### src/srl_pkg.sv
// Shared constants of the SDI-12 recorder link.
`default_nettype none
package srl_pkg;
  // ----------------------------------------------------------------
  // Timing
  // ----------------------------------------------------------------
  localparam int CLK_HZ = 50_000_000;
  localparam int BAUD = 1200;
  localparam int BIT_CYCLES = (CLK_HZ + BAUD / 2) / BAUD;
  localparam int BREAK_MS = 12;
  localparam int BREAK_CYCLES = BREAK_MS * (CLK_HZ / 1000);
  localparam int MARK_US = 8330;
  localparam int MARK_CYCLES = MARK_US * (CLK_HZ / 1_000_000);
  // Allows for the sensor's lead-in and one character.
  localparam int RESP_TIMEOUT_MS = 25;
  localparam int RESP_CYCLES = RESP_TIMEOUT_MS * (CLK_HZ / 1000);
  localparam int SEC_CYCLES = CLK_HZ;
  localparam logic [7:0] PROTO_REV = 8'h14;
  // ----------------------------------------------------------------
  // Register map (byte addresses)
  // ----------------------------------------------------------------
  localparam logic [7:0] ADDR_CTRL = 8'h00;
  localparam logic [7:0] ADDR_STATUS = 8'h04;
  localparam logic [7:0] ADDR_IRQ_STAT = 8'h08;
  localparam logic [7:0] ADDR_IRQ_MASK = 8'h0c;
  localparam logic [7:0] ADDR_OP_TX = 8'h10;
  localparam logic [7:0] ADDR_OP_RX = 8'h14;
  localparam logic [7:0] ADDR_PORTCFG = 8'h18;
  localparam logic [7:0] ADDR_RESP_BASE = 8'h20;
  localparam logic [7:0] ADDR_RESP_LAST = 8'h5c;
  // Field positions
  localparam int CTRL_START = 0;
  localparam int CTRL_PASS = 1;
  localparam int CTRL_QUERY = 2;
  localparam int CTRL_ADDR_LSB = 8;
  localparam int CTRL_RETRY_LSB = 16;
  localparam int IRQ_DONE = 0;
  localparam int IRQ_FAIL = 1;
  localparam int IRQ_RX = 2;
  localparam int CFG_ENABLE = 0;
  localparam int CFG_ON_TWO = 1;
  // Reset values
  localparam logic [6:0] RST_ADDR = 7'h30;
  localparam logic [3:0] RST_RETRY = 4'h3;
  localparam logic [1:0] RST_PORTCFG = 2'h1;
  localparam logic [1:0] RESP_OKAY = 2'h0;
  localparam logic [1:0] RESP_SLVERR = 2'h2;
  // ----------------------------------------------------------------
  // Characters
  // ----------------------------------------------------------------
  localparam logic [6:0] CH_ZERO = 7'h30;
  localparam logic [6:0] CH_NINE = 7'h39;
  localparam logic [6:0] CH_LA = 7'h61;
  localparam logic [6:0] CH_LZ = 7'h7a;
  localparam logic [6:0] CH_UA = 7'h41;
  localparam logic [6:0] CH_UZ = 7'h5a;
  localparam logic [6:0] CH_QM = 7'h3f;
  localparam logic [6:0] CH_EXCL = 7'h21;
  localparam logic [6:0] CH_M = 7'h4d;
  localparam logic [6:0] CH_D = 7'h44;
  localparam logic [6:0] CH_CR = 7'h0d;
  localparam logic [6:0] CH_LF = 7'h0a;
endpackage : srl_pkg
`default_nettype wire

### src/srl_recorder_link.sv
// Recorder end of an SDI-12 sensor link with an AXI4-Lite register slave.
// How it works
// [RULE1] Link runs at fixed 1200 baud.
// [RULE2] Commands and answers follow revision 1.4.
// [RULE3] Address character always goes out first.
// [RULE4] Addresses are 0-9, a-z, A-Z only.
// [RULE5] Question mark addresses any sensor in query.
// [RULE6] Body is upper-case letter plus qualifiers.
// [RULE7] Every command ends with exclamation mark.
// [RULE8] Sensor answers end with CR then LF.
// [RULE9] Measure, wait reported seconds, then request data.
// [RULE10] Bad or missing answer resends automatically.
// [RULE11] Operator characters wait for sequencer idle.
// [RULE12] Link terminal blocks partner's counting functions.
// [RULE13] Retries exhausted flags failure, result invalid.
//
// Added by the designer: the address map and register access over AXI4-Lite.
`default_nettype none
module srl_recorder_link #(
  parameter int BIT_CYCLES = srl_pkg::BIT_CYCLES,
  parameter int BREAK_CYCLES = srl_pkg::BREAK_CYCLES,
  parameter int MARK_CYCLES = srl_pkg::MARK_CYCLES,
  parameter int RESP_CYCLES = srl_pkg::RESP_CYCLES,
  parameter int SEC_CYCLES = srl_pkg::SEC_CYCLES
) (
  // Clock and reset
  input wire logic sys_clk,
  input wire logic rst,
  // AXI4-Lite write channels
  input wire logic [7:0] s_axi_awaddr,
  input wire logic s_axi_awvalid,
  output logic s_axi_awready,
  input wire logic [31:0] s_axi_wdata,
  input wire logic [3:0] s_axi_wstrb,
  input wire logic s_axi_wvalid,
  output logic s_axi_wready,
  output logic [1:0] s_axi_bresp,
  output logic s_axi_bvalid,
  input wire logic s_axi_bready,
  // AXI4-Lite read channels
  input wire logic [7:0] s_axi_araddr,
  input wire logic s_axi_arvalid,
  output logic s_axi_arready,
  output logic [31:0] s_axi_rdata,
  output logic [1:0] s_axi_rresp,
  output logic s_axi_rvalid,
  input wire logic s_axi_rready,
  // SDI-12 data wire
  input wire logic sdiIn,
  output logic sdiOut,
  output logic sdiOe,
  // Interrupt and terminal-pair availability
  output logic irq,
  output logic controlTerminalOneCountFree,
  output logic controlTerminalTwoCountFree
);
  typedef enum logic [2:0] {SQ_IDLE, SQ_BREAK, SQ_SEND, SQ_WAIT, SQ_MEAS} srl_seq_e;

  // ----------------------------------------------------------------
  // Helpers
  // ----------------------------------------------------------------
  function automatic logic srl_addr_ok(input logic [6:0] c);
    return (c >= srl_pkg::CH_ZERO && c <= srl_pkg::CH_NINE) ||
           (c >= srl_pkg::CH_LA && c <= srl_pkg::CH_LZ) ||
           (c >= srl_pkg::CH_UA && c <= srl_pkg::CH_UZ); // [RULE4]
  endfunction : srl_addr_ok

  function automatic logic [9:0] srl_digit(input logic [6:0] c);
    logic [6:0] d;
    d = c - srl_pkg::CH_ZERO;
    return (c >= srl_pkg::CH_ZERO && c <= srl_pkg::CH_NINE) ? {3'b000, d} : 10'd0;
  endfunction : srl_digit

  // Only M, D0 and the query are built.
  function automatic logic [6:0] srl_cmd_char(input logic q, input logic d,
                                              input logic [6:0] a, input logic [1:0] i);
    logic [6:0] c;
    c = srl_pkg::CH_EXCL; // [RULE7]
    if (i == 2'd0) begin
      c = q ? srl_pkg::CH_QM : a; // [RULE3] [RULE5]
    end else if (!q && i == 2'd1) begin
      c = d ? srl_pkg::CH_D : srl_pkg::CH_M; // [RULE6]
    end else if (!q && d && i == 2'd2) begin
      c = srl_pkg::CH_ZERO;
    end
    return c;
  endfunction : srl_cmd_char

  // ----------------------------------------------------------------
  // State
  // ----------------------------------------------------------------
  srl_seq_e state;
  logic ctrlPass, ctrlQuery, linkEnable, linkOnTwo;
  logic [6:0] ctrlAddr;
  logic [3:0] ctrlMaxRetry, retryCnt, respIdx;
  logic [2:0] irqStat, irqMask, events;
  logic startPend, opPending, ptNeedBrk, dataPhase, sawCr, rxBad;
  logic resultValid, commFail, rxCharPar;
  logic [6:0] opChar, rxChar;
  logic [1:0] byteIdx;
  logic [31:0] waitCnt;
  logic [9:0] secLeft;
  logic [6:0] respMem [16];
  logic txReady, rxValid, rxParErr, lineOe;
  logic [6:0] rxData;

  // ----------------------------------------------------------------
  // Bus decode
  // ----------------------------------------------------------------
  wire wrFire = s_axi_awvalid && s_axi_wvalid && !s_axi_bvalid;
  wire wrCtrl = wrFire && s_axi_awaddr == srl_pkg::ADDR_CTRL;
  wire wrMask = wrFire && s_axi_awaddr == srl_pkg::ADDR_IRQ_MASK && s_axi_wstrb[0];
  wire wrOp = wrFire && s_axi_awaddr == srl_pkg::ADDR_OP_TX && s_axi_wstrb[0];
  wire wrCfg = wrFire && s_axi_awaddr == srl_pkg::ADDR_PORTCFG && s_axi_wstrb[0];
  wire wrMapped = (s_axi_awaddr <= srl_pkg::ADDR_PORTCFG) && (s_axi_awaddr[1:0] == 2'b00);
  wire rdFire = s_axi_arvalid && !s_axi_rvalid;
  wire rdIrq = rdFire && s_axi_araddr == srl_pkg::ADDR_IRQ_STAT;
  wire rdResp = s_axi_araddr >= srl_pkg::ADDR_RESP_BASE && s_axi_araddr <= srl_pkg::ADDR_RESP_LAST;
  wire rdMapped = (s_axi_araddr <= srl_pkg::ADDR_PORTCFG || rdResp) && s_axi_araddr[1:0] == 2'b00;
  wire [3:0] rdSlot = 4'((s_axi_araddr - srl_pkg::ADDR_RESP_BASE) >> 2);
  wire busy = (state != SQ_IDLE);
  wire [31:0] statusWord = {srl_pkg::PROTO_REV, 16'h0000, respIdx,
                            opPending, commFail, resultValid, busy}; // [RULE2]
  wire [31:0] ctrlWord = {12'h000, ctrlMaxRetry, 1'b0, ctrlAddr, 5'h00, ctrlQuery, ctrlPass,
                          1'b0};
  wire [31:0] rdWord =
    (s_axi_araddr == srl_pkg::ADDR_CTRL) ? ctrlWord :
    (s_axi_araddr == srl_pkg::ADDR_STATUS) ? statusWord :
    (s_axi_araddr == srl_pkg::ADDR_IRQ_STAT) ? {29'h0, irqStat} :
    (s_axi_araddr == srl_pkg::ADDR_IRQ_MASK) ? {29'h0, irqMask} :
    (s_axi_araddr == srl_pkg::ADDR_OP_TX) ? {25'h0, opChar} :
    (s_axi_araddr == srl_pkg::ADDR_OP_RX) ? {23'h0, rxCharPar, 1'b0, rxChar} :
    (s_axi_araddr == srl_pkg::ADDR_PORTCFG) ? {30'h0, linkOnTwo, linkEnable} :
    (rdMapped) ? {25'h0, respMem[rdSlot]} : 32'h0;

  assign s_axi_awready = s_axi_wvalid && !s_axi_bvalid;
  assign s_axi_wready = s_axi_awvalid && !s_axi_bvalid;
  assign s_axi_arready = !s_axi_rvalid;
  assign irq = |(irqStat & irqMask);
  assign controlTerminalOneCountFree = !(linkEnable && linkOnTwo); // [RULE12]
  assign controlTerminalTwoCountFree = !(linkEnable && !linkOnTwo); // [RULE12]
  assign sdiOe = lineOe && linkEnable;

  // ----------------------------------------------------------------
  // Serial engine hookup
  // ----------------------------------------------------------------
  wire opGo = (state == SQ_IDLE) && opPending && ctrlPass && !startPend && txReady;
  wire seqTx = (state == SQ_SEND);
  wire [1:0] lastIdx = ctrlQuery ? 2'd1 : (dataPhase ? 2'd3 : 2'd2);
  wire [6:0] txData = seqTx ? srl_cmd_char(ctrlQuery, dataPhase, ctrlAddr, byteIdx) : opChar;
  wire txValid = seqTx || (opGo && !ptNeedBrk); // [RULE11]
  wire brkReq = (state == SQ_BREAK && txReady) || (opGo && ptNeedBrk);
  wire lineEnd = rxValid && rxData == srl_pkg::CH_LF && sawCr; // [RULE8]
  wire addrMatch = ctrlQuery ? srl_addr_ok(respMem[0]) : (respMem[0] == ctrlAddr);
  wire respOk = !rxBad && !rxParErr && addrMatch && respIdx != 4'd0;
  wire timeout = (state == SQ_WAIT) && waitCnt == 32'(RESP_CYCLES - 1);
  wire retryNow = timeout || (state == SQ_WAIT && lineEnd && !respOk); // [RULE10]
  wire [9:0] measSecs = srl_digit(respMem[1]) * 10'd100 + srl_digit(respMem[2]) * 10'd10 +
                        srl_digit(respMem[3]);

  srl_serial #(
    .BIT_CYCLES(BIT_CYCLES),
    .BREAK_CYCLES(BREAK_CYCLES),
    .MARK_CYCLES(MARK_CYCLES)
  ) u_serial (
    .sys_clk(sys_clk),
    .rst(rst),
    .txValid(txValid),
    .txData(txData),
    .txReady(txReady),
    .brkReq(brkReq),
    .rxValid(rxValid),
    .rxData(rxData),
    .rxParErr(rxParErr),
    .lineIn(sdiIn),
    .lineOut(sdiOut),
    .lineOe(lineOe)
  );

  // ----------------------------------------------------------------
  // Register bus
  // ----------------------------------------------------------------
  always_ff @(posedge sys_clk) begin
    if (rst) begin
      s_axi_bvalid <= 1'b0;
      s_axi_bresp <= srl_pkg::RESP_OKAY;
      s_axi_rvalid <= 1'b0;
      s_axi_rresp <= srl_pkg::RESP_OKAY;
      s_axi_rdata <= 32'h0;
      irqStat <= 3'h0;
      irqMask <= 3'h0;
    end else begin
      if (wrFire) begin
        s_axi_bvalid <= 1'b1;
        s_axi_bresp <= wrMapped ? srl_pkg::RESP_OKAY : srl_pkg::RESP_SLVERR;
      end else if (s_axi_bready) begin
        s_axi_bvalid <= 1'b0;
      end
      if (rdFire) begin
        s_axi_rvalid <= 1'b1;
        s_axi_rdata <= rdWord;
        s_axi_rresp <= rdMapped ? srl_pkg::RESP_OKAY : srl_pkg::RESP_SLVERR;
      end else if (s_axi_rready) begin
        s_axi_rvalid <= 1'b0;
      end
      // A read clears what it returned; a same-cycle event still sets.
      irqStat <= (irqStat & ~(rdIrq ? irqStat : 3'h0)) | events;
      if (wrMask) begin
        irqMask <= s_axi_wdata[2:0];
      end
    end
  end

  always_ff @(posedge sys_clk) begin
    if (rst) begin
      ctrlPass <= 1'b0;
      ctrlQuery <= 1'b0;
      ctrlAddr <= srl_pkg::RST_ADDR;
      ctrlMaxRetry <= srl_pkg::RST_RETRY;
      {linkOnTwo, linkEnable} <= srl_pkg::RST_PORTCFG;
    end else begin
      if (wrCtrl && s_axi_wstrb[0]) begin
        ctrlPass <= s_axi_wdata[srl_pkg::CTRL_PASS];
        ctrlQuery <= s_axi_wdata[srl_pkg::CTRL_QUERY];
      end
      if (wrCtrl && s_axi_wstrb[1]) begin
        ctrlAddr <= s_axi_wdata[srl_pkg::CTRL_ADDR_LSB +: 7];
      end
      if (wrCtrl && s_axi_wstrb[2]) begin
        ctrlMaxRetry <= s_axi_wdata[srl_pkg::CTRL_RETRY_LSB +: 4];
      end
      if (wrCfg) begin
        linkEnable <= s_axi_wdata[srl_pkg::CFG_ENABLE];
        linkOnTwo <= s_axi_wdata[srl_pkg::CFG_ON_TWO];
      end
    end
  end

  // ----------------------------------------------------------------
  // Received characters and response capture
  // ----------------------------------------------------------------
  always_ff @(posedge sys_clk) begin
    if (rxValid && respIdx != 4'hf) begin
      respMem[respIdx] <= rxData;
    end
  end

  always_ff @(posedge sys_clk) begin
    if (rst) begin
      rxChar <= 7'h00;
      rxCharPar <= 1'b0;
    end else if (rxValid) begin
      rxChar <= rxData;
      rxCharPar <= rxParErr;
    end
  end

  // ----------------------------------------------------------------
  // Sequencer
  // ----------------------------------------------------------------
  always_ff @(posedge sys_clk) begin
    if (rst) begin
      state <= SQ_IDLE;
      startPend <= 1'b0;
      opPending <= 1'b0;
      opChar <= 7'h00;
      ptNeedBrk <= 1'b1;
      dataPhase <= 1'b0;
      retryCnt <= 4'd0;
      byteIdx <= 2'd0;
      waitCnt <= 32'd0;
      secLeft <= 10'd0;
      respIdx <= 4'd0;
      sawCr <= 1'b0;
      rxBad <= 1'b0;
      resultValid <= 1'b0;
      commFail <= 1'b0;
      events <= 3'h0;
    end else begin
      events <= {rxValid, 2'b00};
      if (wrCtrl && s_axi_wstrb[0] && s_axi_wdata[srl_pkg::CTRL_START]) begin
        startPend <= 1'b1;
      end
      if (wrOp && !opPending) begin
        opPending <= 1'b1;
        opChar <= s_axi_wdata[6:0];
      end
      if (opGo && ptNeedBrk) begin
        ptNeedBrk <= 1'b0;
      end else if (opGo) begin
        opPending <= 1'b0;
        ptNeedBrk <= (opChar == srl_pkg::CH_EXCL);
      end
      if (rxValid) begin
        respIdx <= (respIdx == 4'hf) ? respIdx : respIdx + 4'd1;
        sawCr <= (rxData == srl_pkg::CH_CR);
        rxBad <= rxBad | rxParErr;
      end
      case (state)
        SQ_IDLE: begin
          if (startPend && txReady) begin
            startPend <= 1'b0;
            if (linkEnable && (ctrlQuery || srl_addr_ok(ctrlAddr))) begin // [RULE4]
              state <= SQ_BREAK;
              dataPhase <= 1'b0;
              retryCnt <= 4'd0;
              resultValid <= 1'b0;
              commFail <= 1'b0;
            end else begin
              commFail <= 1'b1;
              events[srl_pkg::IRQ_FAIL] <= 1'b1;
            end
          end
        end
        SQ_BREAK: begin
          if (txReady) begin
            state <= SQ_SEND;
            byteIdx <= 2'd0;
          end
        end
        SQ_SEND: begin
          if (txReady) begin
            byteIdx <= byteIdx + 2'd1;
            if (byteIdx == lastIdx) begin
              state <= SQ_WAIT;
              waitCnt <= 32'd0;
              respIdx <= 4'd0;
              sawCr <= 1'b0;
              rxBad <= 1'b0;
            end
          end
        end
        SQ_WAIT: begin
          // Every character restarts the wait, so long answers are not cut short.
          waitCnt <= rxValid ? 32'd0 : waitCnt + 32'd1;
          if (retryNow) begin
            if (retryCnt == ctrlMaxRetry) begin
              state <= SQ_IDLE;
              commFail <= 1'b1; // [RULE13]
              resultValid <= 1'b0; // [RULE13]
              events[srl_pkg::IRQ_FAIL] <= 1'b1;
            end else begin
              retryCnt <= retryCnt + 4'd1; // [RULE10]
              state <= SQ_BREAK;
            end
          end else if (lineEnd && (ctrlQuery || dataPhase)) begin
            state <= SQ_IDLE;
            resultValid <= 1'b1;
            events[srl_pkg::IRQ_DONE] <= 1'b1;
          end else if (lineEnd) begin
            state <= SQ_MEAS;
            secLeft <= measSecs; // [RULE9]
            waitCnt <= 32'd0;
          end
        end
        default: begin
          if (secLeft == 10'd0) begin
            state <= SQ_BREAK; // [RULE9]
            dataPhase <= 1'b1;
            retryCnt <= 4'd0;
          end else if (waitCnt == 32'(SEC_CYCLES - 1)) begin
            waitCnt <= 32'd0;
            secLeft <= secLeft - 10'd1;
          end else begin
            waitCnt <= waitCnt + 32'd1;
          end
        end
      endcase
    end
  end
endmodule : srl_recorder_link
`default_nettype wire

### src/srl_serial.sv
// Half-duplex 7E1 serial engine with break, for the data wire.
`default_nettype none
module srl_serial #(
  parameter int BIT_CYCLES = srl_pkg::BIT_CYCLES,
  parameter int BREAK_CYCLES = srl_pkg::BREAK_CYCLES,
  parameter int MARK_CYCLES = srl_pkg::MARK_CYCLES
) (
  // Clock and reset
  input wire logic sys_clk,
  input wire logic rst,
  // Transmit side
  input wire logic txValid,
  input wire logic [6:0] txData,
  output logic txReady,
  input wire logic brkReq,
  // Receive side
  output logic rxValid,
  output logic [6:0] rxData,
  output logic rxParErr,
  // Data wire
  input wire logic lineIn,
  output logic lineOut,
  output logic lineOe
);
  typedef enum logic [1:0] {T_IDLE, T_BRK, T_MARK, T_SHIFT} srl_tx_e;
  srl_tx_e tState;
  logic [31:0] tCnt;
  logic [3:0] tBits;
  logic [9:0] tSh;
  logic s1, s2, s3, rxLvl, rBusy;
  logic [31:0] rCnt;
  logic [3:0] rBit;
  logic [7:0] rSh;
  wire tTick = (tCnt == 32'd0);
  wire rTick = (rCnt == 32'd0);

  assign txReady = (tState == T_IDLE);
  assign lineOe = (tState != T_IDLE);
  assign lineOut = (tState == T_SHIFT) ? tSh[0] : (tState != T_BRK);

  // ----------------------------------------------------------------
  // Transmitter: break, marking, then start, 7 data, even parity, stop
  // ----------------------------------------------------------------
  always_ff @(posedge sys_clk) begin
    if (rst) begin
      tState <= T_IDLE;
      tCnt <= 32'd0;
      tBits <= 4'd0;
      tSh <= 10'h3ff;
    end else begin
      tCnt <= tTick ? 32'd0 : tCnt - 32'd1;
      case (tState)
        T_IDLE: begin
          if (brkReq) begin
            tState <= T_BRK;
            tCnt <= 32'(BREAK_CYCLES - 1);
          end else if (txValid) begin
            tState <= T_SHIFT;
            tSh <= {1'b1, ^txData, txData, 1'b0}; // [RULE1]
            tBits <= 4'd9;
            tCnt <= 32'(BIT_CYCLES - 1);
          end
        end
        T_BRK: begin
          if (tTick) begin
            tState <= T_MARK;
            tCnt <= 32'(MARK_CYCLES - 1);
          end
        end
        T_MARK: begin
          if (tTick) begin
            tState <= T_IDLE;
          end
        end
        default: begin
          if (tTick) begin
            tSh <= {1'b1, tSh[9:1]};
            tCnt <= 32'(BIT_CYCLES - 1);
            tBits <= tBits - 4'd1;
            if (tBits == 4'd0) begin
              tState <= T_IDLE;
            end
          end
        end
      endcase
    end
  end

  // ----------------------------------------------------------------
  // Receiver: the wire level changes only when the last two stages agree
  // ----------------------------------------------------------------
  always_ff @(posedge sys_clk) begin
    if (rst) begin
      s1 <= 1'b1;
      s2 <= 1'b1;
      s3 <= 1'b1;
      rxLvl <= 1'b1;
    end else begin
      s1 <= lineIn;
      s2 <= s1;
      s3 <= s2;
      if (s2 == s3) begin
        rxLvl <= s3;
      end
    end
  end

  // Our own transmission is not received back, which keeps the link half duplex.
  always_ff @(posedge sys_clk) begin
    if (rst) begin
      rBusy <= 1'b0;
      rCnt <= 32'd0;
      rBit <= 4'd0;
      rSh <= 8'h00;
      rxValid <= 1'b0;
      rxData <= 7'h00;
      rxParErr <= 1'b0;
    end else begin
      rxValid <= 1'b0;
      rCnt <= rTick ? 32'd0 : rCnt - 32'd1;
      if (!rBusy) begin
        if (!rxLvl && !lineOe) begin
          rBusy <= 1'b1;
          rBit <= 4'd0;
          rCnt <= 32'(BIT_CYCLES / 2);
        end
      end else if (rTick) begin
        rCnt <= 32'(BIT_CYCLES - 1);
        rBit <= rBit + 4'd1;
        if (rBit == 4'd0 && rxLvl) begin
          rBusy <= 1'b0;
        end else if (rBit == 4'd9) begin
          rBusy <= 1'b0;
          rxValid <= 1'b1;
          rxData <= rSh[6:0];
          rxParErr <= (^rSh) | ~rxLvl; // [RULE1]
        end else if (rBit != 4'd0) begin
          rSh <= {rxLvl, rSh[7:1]};
        end
      end
    end
  end
endmodule : srl_serial
`default_nettype wire

### config.mk
export PLATFORM = sky130hd
export DESIGN_NAME = srl_recorder_link
export DESIGN_NICKNAME = d
export VERILOG_FILES = /design/src/srl_pkg.sv /design/src/srl_recorder_link.sv /design/src/srl_serial.sv
export SDC_FILE = /design/constraint.sdc
export NUM_CORES = 1
export LEC_CHECK = 0
export BUFFER_PORTS_ARGS = -buffer_cell sky130_fd_sc_hd__clkbuf_2
export CAP_MARGIN = 20
export CORE_ASPECT_RATIO = 0.8
export CORE_UTILIZATION = 55
export CTS_BUF_LIST = sky130_fd_sc_hd__clkbuf_4 sky130_fd_sc_hd__clkbuf_8 sky130_fd_sc_hd__clkbuf_16
export DETAILED_ROUTE_END_ITERATION = 10
export PLACE_DENSITY = 0.88
export SETUP_SLACK_MARGIN = 0.15
export SKIP_LAST_GASP = 1
export SYNTH_ARGS = -nofsm -noshare
export SYNTH_HDL_FRONTEND = slang
export SYNTH_HIERARCHICAL = 1
export SYNTH_SLANG_ARGS = --single-unit
### constraint.sdc
create_clock -name sys_clk -period 4.3 [get_ports sys_clk]
set_clock_uncertainty 0.15 [all_clocks]
set_input_delay 1.29 -clock sys_clk [delete_from_list [all_inputs] [get_ports sys_clk]]
set_output_delay 1.29 -clock sys_clk [all_outputs]
set_load 0.02 [all_outputs]
==> run summary, run 1 <==
count of placed standard cells in the final layout, fillers left out - 2294
dpl cells - 2214
Core Region - 30520 µm²
fraction of final layout cells sized beyond drive strength 1 - 0.1681
period utilization - 1.068
most numerous cell types in the synthesized netlist - 231 x dfxtp_1, 219 x nor2_1, 142 x nand2_1, 128 x a21oi_1, 112 x edfxtp_1
setup repair after global routing missed its margin - true
worst IR drop on VDD - 0.0003185 V
combinational share of power - 0.284
CTS Sinks - 343
final worst path period need - 4.592 ns
clock insertion delay at the later pin of the skew report - 0.52 ns
Nets - 1978
vertical die dimension - 160.0 µm
clock power share - 0.316
combined area of the multi-input logic cells - 8992 µm²
gr ovfl total - 0
prevailing post-synth register cell - dfxtp_1
part of the power in registers - 0.400
worst reg-to-reg path cell count - 21
data arrival time of the critical path - 4.85 ns
number of flip-flops and latches in the synthesized netlist - 343
setup slack after layout - -0.2915 ns
Ys Warns - 6
Final Hold Vio Count - 0
summed area of non-filler cells in the final layout - 19770 µm²
cell with the most instances after synthesis - dfxtp_1
Min Hold Slack - 0.2638 ns
maximum level of the CTS H-tree - 2
setup slack after placement - -0.3279 ns
initial antenna violation count - 1
maximum number of pins on one net before global-route repair - 54
worst-path maximum fanout - 4
sequential cell area fraction in the yosys report - 0.4654
number of synthesized flops with an enable pin - 112
post-synthesis area per instance - 9.819 µm²
clock buffers created by TritonCTS - 36
cell area after placement - 18180 µm²
area taken by flip-flops and latches - 7988 µm²
# Max-Cap Violations - 0
GPL Wtd Cong - 0.9252
CTS clk-pin slew, worst paths - 0.06 ns
Hold Crit Class - register to register
cell internal pwr - 6.537 mW
final core occ - 0.6478
total via count in the routed design - 14230
startpoint type of the worst setup path - register
area added between synthesis and finish - 15.20%
full die area - 31920 µm²
Root Driver - clkbuf_16
layout filler cell count - 2205
Crit path required time - 4.56 ns
worst max-slew margin expressed relative to the limit - 0.3597
count of antenna-violating nets left after detailed routing - 0
DRC marker count from the first detailed-route iteration - 1754
ys async rst share - 0
cell taking the most area after synthesis - dfxtp_1
number of library cell types mapped by synthesis - 81
final setup violation count - 1
result of the run - complete, but fails checks
switching part of the total power - 0.3391
Max Transition Viols Final - 0
wire length of the first global-routing pass - 69240 µm
starting density of the core - 0.5623
WS Path Type - register to register
1st-pass router iterations - 6
std cell rows - 57
routed wirelength normalized by instance count - 19.23 µm
vias in the first global route - 13450
Yosys top cell area share - 0.2694
Post-Synthesis Cell Area - 17160 µm²
violations in the final reports - negative setup slack
reported net switching power - 3.354 mW
achievable frequency - 0.2178 GHz
Boundary Pins - 106
Worst Max-Slew Pin Slew - 0.9562 ns
instance count along the most critical hold path - 1
power density relative to cell area - 500.2 nW/µm²
Final Routed Wirelength - 44100 µm
CTS tree - built
Vias/cell - 6.204
worst-case clock buffer depth - 3
reported leakage power - 7.501 nW
cell types with the largest area share after synthesis - dfxtp_1 27%, edfxtp_1 20%, mux4_2 4.9%
Die Wd - 199.5 µm
Detailed Place HPWL - 29440 µm
kind of end point of the critical path - register
DRC - 0
count of input and output buffers - 77
Tot GR Track Use - 0.2707
Syn Inst Count - 1748
## critical path, stage by stage (launching register included)
cell and delay, ns:
edfxtp_1 0.43, or3_1 0.35, o21ai_2 0.10, a21oi_4 0.08, nor3_2 0.22, a31oi_2 0.09, nor2b_2 0.19, buf_6 0.13
ha_4 0.19, ha_4 0.21, fa_1 0.54, ha_4 0.22, xor2_2 0.18, ha_4 0.17, xnor2_2 0.14, xnor2_1 0.14
xnor2_1 0.21, xnor2_1 0.16, xnor2_1 0.15, xnor2_1 0.15, xnor2_1 0.11, o21a_1 0.19
## flip-flops by register name, summed over array words and instances (netlist names), 7 cells and up
register and cells:
ctrlAddr 7, rxChar 7, opChar 7, s_axi_rdata 20, waitCnt 32, u_serial/rSh 8
u_serial/rCnt 32, secLeft 10, u_serial/tSh 9, respMem 112, u_serial/rxData 7, u_serial/tCnt 32
## placed cells by master (no fill, tap or decap), drive strengths merged, types with 9 or more instances in the layout
master,count
nor4,35
and3,13
nand2,142
or4,15
mux4,37
and2,32
a21o,9
clkbuf,120
xor2,55
inv,63
or2,11
clkinv,13
edfxtp,112
nand4,21
mux2,9
nand2b,10
buf,59
a21oi,131
or3,16
ha,57
nor3,61
conb,23
nor2b,17
nor2,220
dfxtp,231
o21ai,56
xnor2,74
o211ai,9
nand3,52
mux2i,46
## routing by layer
metal / global-route usage / wire length [µm]
met1: 0.3617 / 17550
met2: 0.4402 / 20800
met3: 0.04414 / 3928
met4: 0.1031 / 1826
met5: 0 / 0
## layout make-up
type                       count  share of cell area
multi-input combinational   1276              0.4548
sequential                   343              0.4040
clock buffer                  44             0.05018
timing repair buffer         135             0.04303
tap                          413             0.02613
inverter                      61             0.01158
clock inverter                21             0.01019
antenna                        1           0.0001266
## power by group through the flow
stage / Clock, mW / Sequential [mW] / Combinational, mW
after floorplan: 0 / 3.93 / 2.18
final: 3.13 / 3.96 / 2.80
after detailed placement: 0 / 4.01 / 2.68
after global routing: 3.29 / 4.00 / 3.08
after CTS: 3.15 / 3.95 / 2.74
after global placement: 0 / 3.98 / 2.58
## per-stage QoR
step | setup TNS, ns | total power [mW]
after detailed placement | -0.3279 | 6.693
after global routing | -0.5339 | 10.38
after global placement | -0.1911 | 6.557
after floorplan | -0.1404 | 6.110
final | -0.2915 | 9.891
after CTS | -0.3064 | 9.847
## what timing repair did
action	in CTS	in global routing
hold buffers	0	0
pin swaps	24	25
buffers inserted	6	8
resized for setup	18	30
setup endpoints to repair	3	4
endpoints found under the hold margin	0	0
## cells by family (layout without fill, tap and decap cells)
group | after synthesis | count (layout) | share of synthesized area
other cells | 1 | 24 | 0.0002185
flops | 343 | 343 | 0.4654
xor+xnor | 129 | 129 | 0.06583
mux | 92 | 92 | 0.08128
compound gates | 291 | 291 | 0.1053
fa+ha+maj | 65 | 65 | 0.05088
simple gates | 676 | 676 | 0.1937
buf+inv | 151 | 261 | 0.03740
## final timing paths
kind            endpoint     startpoint  slack, ns
max reg2reg   secLeft[9]  respMem[1][6]      -0.29
min reg2reg  u_serial/s2    u_serial/s1       0.26
max           secLeft[9]  respMem[1][6]      -0.29
min          u_serial/s2    u_serial/s1       0.26
(Power assumes the default switching activity.)
==> inputs of run 2 (changes only) <==
--- a/config.mk
+++ b/config.mk
@@ -7,9 +7,9 @@
 export LEC_CHECK = 0
 export BUFFER_PORTS_ARGS = -buffer_cell sky130_fd_sc_hd__clkbuf_2
 export CAP_MARGIN = 20
-export CORE_ASPECT_RATIO = 0.8
 export CORE_UTILIZATION = 55
 export CTS_BUF_LIST = sky130_fd_sc_hd__clkbuf_4 sky130_fd_sc_hd__clkbuf_8 sky130_fd_sc_hd__clkbuf_16
+export CTS_CLUSTER_DIAMETER = 100
 export DETAILED_ROUTE_END_ITERATION = 10
 export PLACE_DENSITY = 0.88
 export SETUP_SLACK_MARGIN = 0.15
==> run 2 against run 1 <==
Compared with the run above: the flow still finishes with violations (negative setup slack); global-route usage fell by 0.85 points; wire length fell by 4.1%; largest cell class unchanged; non-clock buffer count fell by 5; combinational power fell by 1%; count of clock-buffer cells in the layout rose by 2; sequential share of layout area rose by 0.23 points; design area fell by 0.56%.
==> run summary, run 2 (synthesis gave the netlist of run 1 again) <==
kind of end point of the critical path - register
worst-case clock buffer depth - 3 (unchanged)
vias in the first global route - 13330 (-0.87%)
final core occ - 0.6411 (-0.006655)
count of input and output buffers - 77 (unchanged)
Hold Crit Class - register to register
highest-delay cell along the critical path - fa_1
worst-path maximum fanout - 4 (unchanged)
full die area - 31920 µm² (about the same)
worst max-slew margin expressed relative to the limit - 0.3325 (-0.02724)
register name with the most flops - respMem
switching part of the total power - 0.3332 (-0.005903)
clock buffers created by TritonCTS - 37 (+2.8%)
CTS tree - built
final worst path period need - 4.597 ns (+0.005483 ns)
reported leakage power - 7.500 nW (about the same)
vertical die dimension - 178.7 µm (+12%)
setup slack after layout - -0.2970 ns (-0.005483 ns)
result of the run - complete, but fails checks
wire length of the first global-routing pass - 66610 µm (-3.8%)
part of the power in registers - 0.400 (about the same)
Final Hold Vio Count - 0 (unchanged)
fraction of final layout cells sized beyond drive strength 1 - 0.1637 (-0.004352)
data arrival time of the critical path - 4.86 ns (about the same)
initial antenna violation count - 0 (-1)
worst IR drop on VDD - 0.0005667 V (+78%)
CTS Sinks - 343 (unchanged)
period utilization - 1.069 (+0.001275)
CTS clk-pin slew, worst paths - 0.06 ns (about the same)
Final TNS setup - -0.3673 ns (-0.07577 ns)
cell area after placement - 18120 µm² (-0.32%)
Worst Max-Slew Pin Slew - 0.9969 ns (+0.04068 ns)
gr ovfl total - 0 (unchanged)
# Max-Cap Violations - 0 (unchanged)
Buf+Inv Stages, Crit Path - 0 (-1)
cell internal pwr - 6.594 mW (+0.88%)
DRC marker count from the first detailed-route iteration - 1581 (-9.9%)
WS Path Type - register to register
maximum number of pins on one net before global-route repair - 61 (+13%)
Nets - 1974 (-0.20%)
total power after layout - 9.889 mW (about the same)
achievable frequency - 0.2175 GHz (-0.12%)
summed area of non-filler cells in the final layout - 19660 µm² (-0.56%)
leading cell type in the layout, fill and taps excluded - dfxtp_1
clock power share - 0.322 (+0.006)
DRC - 0 (unchanged)
number of buffers inserted by hold repair at cts - 0 (unchanged)
GPL Wtd Cong - 0.9470 (+2.4%)
Detailed Place HPWL - 28160 µm (-4.4%)
Boundary Pins - 106 (unchanged)
setup repair after global routing missed its margin - true
crit-path cells - or3_1 -> o21ai_2 -> a21oi_2 -> nor3_4 -> a31oi_4 -> nor2b_4 -> ha_4 -> ha_4 -> fa_1 -> ha_4 -> xor2_2 -> ha_4 -> xnor2_2 -> xnor2_2 -> xnor2_2 -> xnor2_1 -> xnor2_1 -> xnor2_1 -> xnor2_1 -> o21a_1
routed wirelength normalized by instance count - 18.63 µm (-3.1%)
Core Region - 30670 µm² (+0.48%)
starting density of the core - 0.5596 (-0.002661)
count of antenna-violating nets left after detailed routing - 0 (unchanged)
Final Routed Wirelength - 42310 µm (-4.1%)
area added between synthesis and finish - 14.56%
Slowest Stage Delay on Critical Path - 0.58 ns (+0.04 ns)
Max Transition Viols Final - 0 (unchanged)
std cell rows - 64 (+12%)
Tot GR Track Use - 0.2622 (-0.008517)
layout filler cell count - 2242 (+1.7%)
total via count in the routed design - 13760 (-3.3%)
violations in the final reports - negative setup slack
power density relative to cell area - 503.0 nW/µm² (+0.55%)
Root Driver - clkbuf_16
maximum level of the CTS H-tree - 2 (unchanged)
total inserted antenna cells - 0 (-1)
clock insertion delay at the later pin of the skew report - 0.53 ns (about the same)
Die Wd - 178.7 µm (-10%)
Vias/cell - 6.059 (-2.3%)
reported net switching power - 3.295 mW (-1.8%)
Min Hold Slack - 0.2687 ns (+0.004909 ns)
final setup violation count - 2 (+1)
max FFs per register - 112 (unchanged)
most frequent cells in the layout - 231 x dfxtp_1, 219 x nor2_1, 141 x nand2_1
startpoint type of the worst setup path - register
combinational share of power - 0.279 (-0.005)
critical path's top delay family - adder cells
1st-pass router iterations - 6 (unchanged)
Crit path required time - 4.56 ns (about the same)
## run 2: cell types whose count changed in the layout (fill, tap and decap cells not counted), sizes merged
cell	change
diode	-1
inv	-1
clkinvlp	+2
clkinv	-3
buf	-5
clkbuf	+2
## run 2: metal layers
| metal | track usage | part of all wire | vias to the layer above |
|---|---|---|---|
| met5 | 0 | 0 | - |
| met4 | 0.1144 | 0.042 | 0 |
| met3 | 0.03732 | 0.073 | 142 |
| met2 | 0.4551 | 0.49 | 636 |
| met1 | 0.3241 | 0.39 | 6530 |
| li1 | - | - | 6452 |
## run 2: power groups by stage
stage / registers [mW] / clock network (mW) / logic, mW
floorplan: 3.93 / 0 / 2.18
global placement: 3.98 / 0 / 2.57
detailed placement: 4.01 / 0 / 2.67
CTS: 3.95 / 3.22 / 2.71
global route: 4.00 / 3.34 / 3.07
finish: 3.95 / 3.18 / 2.76
## run 2: timing repair
action	CTS	global route
gates resized for setup	24	16
endpoints found under the setup margin	3	4
buffers inserted	7	7
hold endpoints to repair	0	0
pin swaps	20	3
## run 2: area by class of cell
| class | count | area (µm²) | area share |
|---|---|---|---|
| clock inverters | 19 | 196.4 | 0.009990 |
| flip-flops and latches | 343 | 7988 | 0.4062 |
| well taps | 396 | 495.5 | 0.02520 |
| multi-input cells | 1276 | 8926 | 0.4540 |
| inverters | 61 | 229.0 | 0.01164 |
| clock buffers | 46 | 1030 | 0.05237 |
| repair buffers | 130 | 798.3 | 0.04060 |
## run 2: worst paths after layout
kind | endpoint | depth (start not counted) | from | slack [ns]
worst max-delay path | secLeft[9] | 20 | respMem[1][6] | -0.30
worst min register to register | u_serial/s2 | 1 | u_serial/s1 | 0.27
worst min-delay path | u_serial/s2 | 1 | u_serial/s1 | 0.27
worst max register to register | secLeft[9] | 20 | respMem[1][6] | -0.30
## run 2: metrics by stage
step / instances / worst slack, ns
floorplan: 1770 / -0.1404
global placement: 2192 / -0.1935
detailed placement: 2192 / -0.4034
CTS: 2264 / -0.2830
global route: 2271 / -0.4462
finish: 2271 / -0.2970
## run 2: worst register-to-register path: stages (launching register included)
cell and delay (ns):
edfxtp_1 0.43, or3_1 0.35, o21ai_2 0.08, a21oi_2 0.09
nor3_4 0.18, a31oi_4 0.08, nor2b_4 0.21, ha_4 0.23
ha_4 0.21, fa_1 0.58, ha_4 0.22, xor2_2 0.19
ha_4 0.17, xnor2_2 0.14, xnor2_2 0.16, xnor2_2 0.16
xnor2_1 0.19, xnor2_1 0.10, xnor2_1 0.29, xnor2_1 0.10
o21a_1 0.18
